[src/ccr_params.svh]
`ifndef CCR_PARAMS_SVH
`define CCR_PARAMS_SVH

// Register offsets on the local register port
`define CCR_ADDR_W         8
`define CCR_DATA_W         8
`define CCR_OFF_CTRL       8'h94
`define CCR_OFF_SLEEP      8'h98

// Control register field positions
`define CCR_CTRL_EN0       0
`define CCR_CTRL_LOCK      2
`define CCR_CTRL_SPARE     3
`define CCR_CTRL_EN1       4

// Sleep control register field positions
`define CCR_SLP_EN0        0
`define CCR_SLP_EN1        1

// Reset values
`define CCR_RST_BIT        1'b0
`define CCR_RST_DATA       8'h00

`endif

[src/ccr_pkg.sv]
package ccr_pkg;

    // Boot sequence that waits for the synchronised strap, then loads it
    typedef enum logic [1:0] {
        ccr_boot_fill0 = 2'b00,
        ccr_boot_fill1 = 2'b01,
        ccr_boot_load  = 2'b10,
        ccr_boot_run   = 2'b11
    } ccr_boot_t;

endpackage

[src/ccr_comparator_regs.sv]
// Summary of operation
// - Control bit 4 enables comparator 1
// - Control bit 0 enables comparator 0, writable only while unlocked
// - Lock set makes control bits 2:0 read-only
// - Lock clear lets bits 2:0 take writes
// - Lock bit can be written only once
// - Strap high presets lock and comparator 0 enable
// - Sleep bit 1 keeps comparator 1 in deep sleep
// - Sleep bit 0 frozen like comparator 0 enable
//
// The strobed register port was chosen for this implementation.
`timescale 1ns/1ns
`default_nettype none
`include "ccr_params.svh"

module ccr_comparator_regs
    import ccr_pkg::*;
(
    input  wire logic                   clock,
    input  wire logic                   reset_n,
    input  wire logic                   clock_enable,
    input  wire logic [`CCR_ADDR_W-1:0] address,
    input  wire logic [`CCR_DATA_W-1:0] write_data,
    input  wire logic                   write_strobe,
    input  wire logic                   read_strobe,
    output logic      [`CCR_DATA_W-1:0] read_data,
    input  wire logic                   comparator_boot_strap_pin,
    output logic                        comparator0_enable,
    output logic                        comparator1_enable,
    output logic                        comparator0_sleep_enable,
    output logic                        comparator1_sleep_enable
);

    // Packs the control fields into their register image
    function automatic logic [`CCR_DATA_W-1:0] compose_ctrl(
        input logic en1,
        input logic spare,
        input logic lock,
        input logic en0
    );
        logic [`CCR_DATA_W-1:0] img;
        img = `CCR_RST_DATA;
        img[`CCR_CTRL_EN1]   = en1;   // Reserved bits stay zero
        img[`CCR_CTRL_SPARE] = spare;
        img[`CCR_CTRL_LOCK]  = lock;
        img[`CCR_CTRL_EN0]   = en0;
        return img;
    endfunction

    // Packs the sleep fields into their register image
    function automatic logic [`CCR_DATA_W-1:0] compose_sleep(
        input logic en1,
        input logic en0
    );
        logic [`CCR_DATA_W-1:0] img;
        img = `CCR_RST_DATA;
        img[`CCR_SLP_EN1] = en1;      // Bits 7:2 read zero
        img[`CCR_SLP_EN0] = en0;
        return img;
    endfunction

    // Strap synchroniser and boot sequencing state
    logic      strap_meta;             // First stage, read only by strap_sync
    logic      strap_sync;             // Strap level safe to use
    ccr_boot_t boot_state;             // Boot sequence position
    ccr_boot_t next_boot_state;

    // Register fields
    logic      lock;                   // Comparator 0 configuration lock
    logic      lock_written;           // Lock field has taken its one write
    logic      spare;                  // Control bit 3, plain storage
    logic      next_lock;
    logic      next_lock_written;
    logic      next_spare;
    logic      next_en0;
    logic      next_en1;
    logic      next_slp0;
    logic      next_slp1;
    logic [`CCR_DATA_W-1:0] next_read_data;

    // Decoded accesses; writes are dropped while frozen or during boot, reads only while frozen
    logic      wr_ctrl;
    logic      wr_sleep;
    logic      rd_any;

    assign wr_ctrl  = clock_enable && write_strobe && (boot_state == ccr_boot_run) &&
                      (address == `CCR_OFF_CTRL);
    assign wr_sleep = clock_enable && write_strobe && (boot_state == ccr_boot_run) &&
                      (address == `CCR_OFF_SLEEP);
    assign rd_any   = clock_enable && read_strobe;

    // Two-stage strap synchroniser; the pin is asynchronous to clock
    always_ff @(posedge clock or negedge reset_n) begin
        if (!reset_n) begin
            strap_meta <= `CCR_RST_BIT;
            strap_sync <= `CCR_RST_BIT;
        end else if (clock_enable) begin
            strap_meta <= comparator_boot_strap_pin;
            strap_sync <= strap_meta;
        end
    end

    // Boot sequence: two fill cycles, then one load of the strap defaults
    always_comb begin
        next_boot_state = boot_state;
        case (boot_state)
            ccr_boot_fill0: next_boot_state = ccr_boot_fill1;
            ccr_boot_fill1: next_boot_state = ccr_boot_load;
            ccr_boot_load:  next_boot_state = ccr_boot_run;
            ccr_boot_run:   next_boot_state = ccr_boot_run;
            default:        next_boot_state = ccr_boot_fill0;
        endcase
    end

    always_ff @(posedge clock or negedge reset_n) begin
        if (!reset_n) begin
            boot_state <= ccr_boot_fill0;
        end else if (clock_enable) begin
            boot_state <= next_boot_state;
        end
    end

    // Next register values
    always_comb begin
        next_lock         = lock;
        next_lock_written = lock_written;
        next_spare        = spare;
        next_en0          = comparator0_enable;
        next_en1          = comparator1_enable;
        next_slp0         = comparator0_sleep_enable;
        next_slp1         = comparator1_sleep_enable;
        // Strap cannot be caught under async reset, so it loads here
        if (boot_state == ccr_boot_load) begin
            next_lock = strap_sync;
            next_en0  = strap_sync;
        end
        if (wr_ctrl) begin
            next_en1   = write_data[`CCR_CTRL_EN1];
            next_spare = write_data[`CCR_CTRL_SPARE];
            // Bits 2:0 only move while unlocked
            if (!lock) begin
                next_en0 = write_data[`CCR_CTRL_EN0];
                // The lock accepts a single write, then holds
                if (!lock_written) begin
                    next_lock         = write_data[`CCR_CTRL_LOCK];
                    next_lock_written = 1'b1;
                end
            end
        end
        if (wr_sleep) begin
            next_slp1 = write_data[`CCR_SLP_EN1];
            // Comparator 0 sleep enable freezes under the lock
            if (!lock) begin
                next_slp0 = write_data[`CCR_SLP_EN0];
            end
        end
    end

    // Register storage; async reset gives constants only
    always_ff @(posedge clock or negedge reset_n) begin
        if (!reset_n) begin
            lock                     <= `CCR_RST_BIT;
            lock_written             <= `CCR_RST_BIT;
            spare                    <= `CCR_RST_BIT;
            comparator0_enable       <= `CCR_RST_BIT;
            comparator1_enable       <= `CCR_RST_BIT;
            comparator0_sleep_enable <= `CCR_RST_BIT;
            comparator1_sleep_enable <= `CCR_RST_BIT;
        end else if (clock_enable) begin
            lock                     <= next_lock;
            lock_written             <= next_lock_written;
            spare                    <= next_spare;
            comparator0_enable       <= next_en0;
            comparator1_enable       <= next_en1;
            comparator0_sleep_enable <= next_slp0;
            comparator1_sleep_enable <= next_slp1;
        end
    end

    // Read mux; unmapped offsets and idle cycles give zero
    always_comb begin
        next_read_data = `CCR_RST_DATA;
        if (rd_any) begin
            if (address == `CCR_OFF_CTRL) begin
                next_read_data = compose_ctrl(comparator1_enable, spare, lock,
                                              comparator0_enable);
            end else if (address == `CCR_OFF_SLEEP) begin
                next_read_data = compose_sleep(comparator1_sleep_enable,
                                               comparator0_sleep_enable);
            end else begin
                next_read_data = `CCR_RST_DATA;
            end
        end
    end

    // Read data stands for the one cycle after the strobe
    always_ff @(posedge clock or negedge reset_n) begin
        if (!reset_n) begin
            read_data <= `CCR_RST_DATA;
        end else if (clock_enable) begin
            read_data <= next_read_data;
        end
    end
endmodule
`default_nettype wire

[config.mk]
export PLATFORM = sky130hd
export DESIGN_NAME = ccr_comparator_regs
export DESIGN_NICKNAME = d
export VERILOG_FILES = /design/src/ccr_pkg.sv /design/src/ccr_comparator_regs.sv
export VERILOG_INCLUDE_DIRS = /design/src
export SDC_FILE = /design/constraint.sdc
export NUM_CORES = 1
export LEC_CHECK = 0
export BUFFER_PORTS_ARGS = -buffer_cell sky130_fd_sc_hd__buf_2
export CAP_MARGIN = 10
export CELL_PAD_IN_SITES_DETAIL_PLACEMENT = 0
export CELL_PAD_IN_SITES_GLOBAL_PLACEMENT = 1
export CORE_ASPECT_RATIO = 0.6
export CORE_MARGIN = 1.5
export CORE_UTILIZATION = 33
export CTS_CLUSTER_DIAMETER = 40
export CTS_CLUSTER_SIZE = 8
export DETAILED_ROUTE_END_ITERATION = 10
export GPL_TIMING_DRIVEN = 0
export PLACE_DENSITY = 0.83
export SYNTH_ARGS = -nofsm -noshare
export SYNTH_HDL_FRONTEND = slang
export SYNTH_SLANG_ARGS = --single-unit
export TNS_END_PERCENT = 1
[constraint.sdc]
create_clock -name clock -period 1.44 [get_ports clock]
set_input_delay 0.144 -clock clock [delete_from_list [all_inputs] [get_ports clock]]
set_output_delay 0.144 -clock clock [all_outputs]
set_load 0.01 [all_outputs]
# Word level (Yosys, flattened, before mapping)

Index checks and enable logic that the tools add are counted.

Output and inout bits: 12
Bits of input ports: 22
Word-level logic and storage cells: 39
Flip-flop bits (word level): 19

Eq/ne operators: 5
Bitwise operators: 1
Reduce and logical (&&, ||, !) cells: 11
Mux-type cells: 11

Operators by type and width:

| cell                                                             | number |
|---|---|
| 8-bit == test (second input constant)                            | 2 |
| 5-bit two-way mux                                                | 2 |
| 1-bit two-way mux                                                | 7 |
| 2-bit case mux with 3 select lines                               | 1 |
| 3-bit AND reduction                                              | 2 |
| 1-bit logical AND                                                | 5 |
| 2-bit == test (second input constant)                            | 2 |
| 2-bit AND reduction                                              | 2 |
| 2-bit by 1-bit == test with 1-bit output (second input constant) | 1 |
| 2-bit zero test                                                  | 1 |
| 2-bit two-way mux                                                | 1 |
| 2-bit OR reduction                                               | 1 |
| 1-bit NOT                                                        | 1 |

# Depth between registers and ports, before layout

Word-level depth: 5
Depth in mapped cells: 4
Mapped depth without buffers: 3

# Least setup slack after synthesis

OpenSTA, ideal clock, no wires.

Kind: input-to-reg
From: input port address[1]
To: register comparator0_sleep_enable
Path slack: -0.103 ns
Setup time: 0.125 ns
Path buffers: 0
Required time: 1.315 ns
Stages on the path: 3
Data arrival time: 1.418 ns
Cells stage by stage: or4b_2 nor4_1 mux2_2

Longest elaborated chain between the ends: 3

RTL lines:

| what                          | line                       | RTL |
|---|---|---|
| start, declared               | ccr_comparator_regs.sv:22  | `` input wire logic [`CCR_ADDR_W-1:0] address, `` |
| 8-bit == test (no line)       | n/a                        |  |
| 1-bit logical AND             | ccr_comparator_regs.sv:88  | `assign wr_sleep = clock_enable && write_strobe && (boot_state == ccr_boot_run) &&` |
| 3-bit AND reduction (no line) | n/a                        |  |
| end signal, assigned          | ccr_comparator_regs.sv:167 | `` comparator0_sleep_enable <= `CCR_RST_BIT; `` |
| end signal, assigned          | ccr_comparator_regs.sv:175 | `comparator0_sleep_enable <= next_slp0;` |
| end, declared                 | ccr_comparator_regs.sv:30  | `output logic comparator0_sleep_enable,` |

No other way between the ends.
A chain may end at the register's enable or synchronous reset.

# Worst setup path in the final report

From: input port address[3]
To: register comparator0_enable

Longest elaborated chain between the ends: 3

RTL lines:

| what                    | line                       | RTL |
|---|---|---|
| 8-bit == test (no line) | n/a                        |  |
| 1-bit logical AND       | ccr_comparator_regs.sv:86  | `assign wr_ctrl = clock_enable && write_strobe && (boot_state == ccr_boot_run) &&` |
| 1-bit two-way mux       | ccr_comparator_regs.sv:137 | `if (wr_ctrl) begin` |
| end signal, assigned    | ccr_comparator_regs.sv:165 | `` comparator0_enable <= `CCR_RST_BIT; `` |
| end signal, assigned    | ccr_comparator_regs.sv:173 | `comparator0_enable <= next_en0;` |
| end, declared           | ccr_comparator_regs.sv:28  | `output logic comparator0_enable,` |

No other way between the ends.

==> out/qor.json <==
{
  "holdWs": {"value": 0.124, "unit": "ns"},
  "netlist_cell_types": {"value": 26},
  "yosysWarnings": {"value": 0},
  "synthArstFlopShare": {"value": 100, "unit": "%"},
  "synthToLayoutAreaGrowth": {"value": 39.1, "unit": "%"},
  "placement_rows": {"value": 13},
  "worst_setup_hold_path_clk_slew": {"value": 0.06, "unit": "ns"},
  "die_area": {"value": 0.00257, "unit": "mm^2"},
  "critical_path.max_stage_delay": {"value": 0.58, "unit": "ns"},
  "grt_start_max_net_pins": {"value": 17},
  "crit_path_end_kind": {"value": "flop"},
  "port_buffers": {"value": 26},
  "outcome": {"value": "finished, final reports clean"},
  "vdd_ir_drop_max": {"value": 0.552, "unit": "mV"},
  "count_of_endpoints_failing_setup_in_the_final_report": {"value": 0},
  "mean_instance_size_in_the_synthesized_netlist": {"value": 12.1, "unit": "um^2"},
  "grt_pass1_vias": {"value": 589},
  "fillcell_total": {"value": 222},
  "yosys_register_bits": {"value": 16},
  "fin_worst_skew": {"value": 0.000566, "unit": "ns"},
  "floorplan.die.width": {"value": 64.5, "unit": "um"},
  "finalCriticalPeriod": {"value": 1.42, "unit": "ns"},
  "total_leakage_power": {"value": 0.525, "unit": "nW"},
  "cts-root-to-sink-buffers": {"value": 2},
  "final_layout_size_suffix_gt1_share": {"value": 50.0, "unit": "%"},
  "synthDominantCellAreaShare": {"value": 53.5, "unit": "%"},
  "crit_fanout": {"value": 4},
  "synth_ff_type": {"value": "dfrtp_1"},
  "post-route-drc-count": {"value": 0},
  "initial_core_util": {"value": 34.8, "unit": "%"},
  "maxSlewViolCount": {"value": 0},
  "placeableCoreArea": {"value": 0.00215, "unit": "mm^2"},
  "critPathSlowestCell": {"value": "or4b_4"},
  "number_of_flops_mapped_to_enable_cells_by_yosys": {"value": 0},
  "synth_area": {"value": 748, "unit": "um^2"},
  "max_cap_viol_count": {"value": 0},
  "htreeDepth": {"value": 1},
  "power_density": {"value": 992, "unit": "mW/mm^2"},
  "detailedRoute.firstPassIterationCount": {"value": 4},
  "min_period_over_period": {"value": 98.7, "unit": "%"},
  "timing.fmax": {"value": 704, "unit": "MHz"},
  "layout_cell_area_excl_fill": {"value": 0.00104, "unit": "mm^2"},
  "arrival": {"value": 1.56, "unit": "ns"},
  "dp_hpwl": {"value": 1220, "unit": "um"},
  "antenna_cells_inserted": {"value": 0},
  "path_category_of_the_worst_min_delay_check": {"value": "input port to flop"},
  "fin_setup_tns": {"value": 0, "unit": "ns"},
  "ports_placed_on_the_boundary": {"value": 34},
  "timing.critical_path.cells": {"value": "buf_2 > or4b_4 > or4_4 > mux2i_1"},
  "timing.setup.critical_path_class": {"value": "input port to flop"},
  "cp.required": {"value": 1.57, "unit": "ns"},
  "wl_per_cell": {"value": 12.6, "unit": "um"},
  "multi_input_comb_area": {"value": 367, "unit": "um^2"},
  "antenna_violations_before_repair": {"value": 0},
  "post_drt_via_cell_ratio": {"value": 4.68},
  "grtUsageTotal": {"value": 14.7, "unit": "%"},
  "netlist_top_cells_area": {"value": "dfrtp_1 54%, mux2_2 9.0%, mux2i_1 4.0%"},
  "wire_length_of_the_first_global_routing_pass": {"value": 2650, "unit": "um"},
  "routed_wl": {"value": 1580, "unit": "um"},
  "ctsRootBufferMaster": {"value": "clkbuf_8"},
  "cts_tree": {"value": "done"},
  "cts_made_buffers": {"value": 3},
  "placement.cell_area": {"value": 930, "unit": "um^2"},
  "report.final.hold_viol_count": {"value": 0},
  "area.sequential": {"value": 400, "unit": "um^2"},
  "clk-insertion-delay-late": {"value": 0.25, "unit": "ns"},
  "overflow": {"value": 0},
  "synthCells": {"value": 62},
  "critical_path.startpoint_type": {"value": "input port"},
  "detailroute.via_count": {"value": 590},
  "final_net_count": {"value": 119},
  "finalWeightedCongestion": {"value": 0.763},
  "netlist.top_cell.by_area": {"value": "dfrtp_1"},
  "synth_sequential_area_ratio": {"value": 53.5, "unit": "%"},
  "clock_sinks": {"value": 16},
  "detail_route.iter0.violations": {"value": 6},
  "die_height": {"value": 39.9, "unit": "um"},
  "final_antenna_net_count": {"value": 0}
}
==> metal layers <==
metal | track usage [%] | vias up | share of wire [%]
met2 | 24.2 | 20 | 42
li1 | - | 286 | -
met3 | 5.46 | 2 | 7.4
met1 | 18.2 | 282 | 50
met5 | 0 | - | 0
met4 | 4.79 | 0 | 0.51
==> worst paths after layout <==
| kind | start | endpoint | slack [ns] | cells past startpoint |
|---|---|---|---|---|
| hold reg to reg | read_data[1] | read_data[1] | 0.49 | 1 |
| setup / recovery | address[3] | comparator0_enable | 0.02 | 4 |
| min in group asynchronous | reset_n | lock | 0.33 | 2 |
| hold / removal | write_data[3] | spare | 0.12 | 2 |
| max in group asynchronous | reset_n | boot_state[1] | 0.84 | 2 |
| setup reg to reg | boot_state[0] | comparator1_sleep_enable | 0.02 | 4 |
==> layout make-up <==
type | count | share of cell area [%]
inverters | 2 | 0.721
plain buffers | 4 | 2.52
multi-input cells | 42 | 35.2
clock buffers | 4 | 5.29
flip-flops and latches | 16 | 38.5
well taps | 30 | 3.61
repair buffers | 28 | 14.2
==> Yosys cell counts (2+ instances only) <==
cell,n
dfrtp_1,16
mux2_2,6
nand2_1,4
a22o_1,3
buf_4,3
mux2i_1,3
nor2_1,3
nor3_1,3
inv_1,2
nand2b_1,2
o2bb2ai_1,2
==> through the flow <==
stage / setup slack, ns / total power, mW / cells / util, %
floorplan: -0.0593 / 0.569 / 64 / -
global placement: -0.220 / 0.622 / 120 / 43.3
detailed placement: -0.242 / 0.626 / 120 / 43.3
CTS: 0.0182 / 1.03 / 125 / 46.6
global route: -0.0208 / 1.09 / 126 / 48.5
finish: 0.0185 / 1.03 / 126 / 48.5
==> sequential cells by signal, summed over array words and instances, names as in the netlist <==
| signal | cells |
|---|---|
| strap_meta | 1 |
| boot_state | 2 |
| comparator1_enable | 1 |
| comparator0_enable | 1 |
| spare | 1 |
| lock | 1 |
| comparator0_sleep_enable | 1 |
| read_data | 5 |
| lock_written | 1 |
| strap_sync | 1 |
| comparator1_sleep_enable | 1 |
==> worst max-delay path: cells and delay by family <==
kind          cells  cell delay [ns]
buf+inv           1             0.11
mux               1             0.14
simple gates      2             1.16
==> timing repair <==
item | CTS | global route
resized for setup | 1 | 6
setup buffers | 0 | 1
pin swaps | 0 | 4
hold buffers | 1 | 0
gates cloned | 0 | 0
endpoints found under the hold margin | 16 | 0
endpoints found under the setup margin | 2 | 6
==> power breakdown <==
part / switching, mW / total [mW] / internal, mW
Combinational: 0.0658 / 0.137 / 0.0708
Clock: 0.157 / 0.400 / 0.243
Sequential: 0.0223 / 0.497 / 0.474
Total: 0.245 / 1.03 / 0.788
==> cell families after synthesis <==
logic type / Yosys count / share of synthesized area [%]
other cells: 1 / 0.501
compound gates: 8 / 9.36
buf+inv: 6 / 4.51
flops: 16 / 53.5
simple gates: 22 / 19.1
mux: 9 / 13.0
==> placed cells by master, fill, tap and decap left out <==
cell type,Yosys,routed
dfrtp_1,16,16
nand2_1,4,4
or4b_4,1,2
nor4_4,0,1
o2bb2ai_1,2,2
nor3_1,3,1
nor4b_1,1,1
conb_1,1,3
or2b_1,1,1
dlygate4sd3_1,0,1
mux2_4,0,2
inv_1,2,2
nand4_1,1,1
o31ai_4,0,1
buf_2,0,26
nand3b_1,1,1
nand2b_1,2,2
or2_2,1,1
a22o_1,3,3
or4_4,1,1
a2bb2oi_1,1,1
clkbuf_1,1,1
mux2_2,6,4
clkbuf_8,0,4
nor3_2,0,2
a21oi_1,1,1
nand4bb_1,1,1
buf_4,3,4
mux2i_1,3,3
nor2_1,3,3
(Power assumes the default switching activity.)
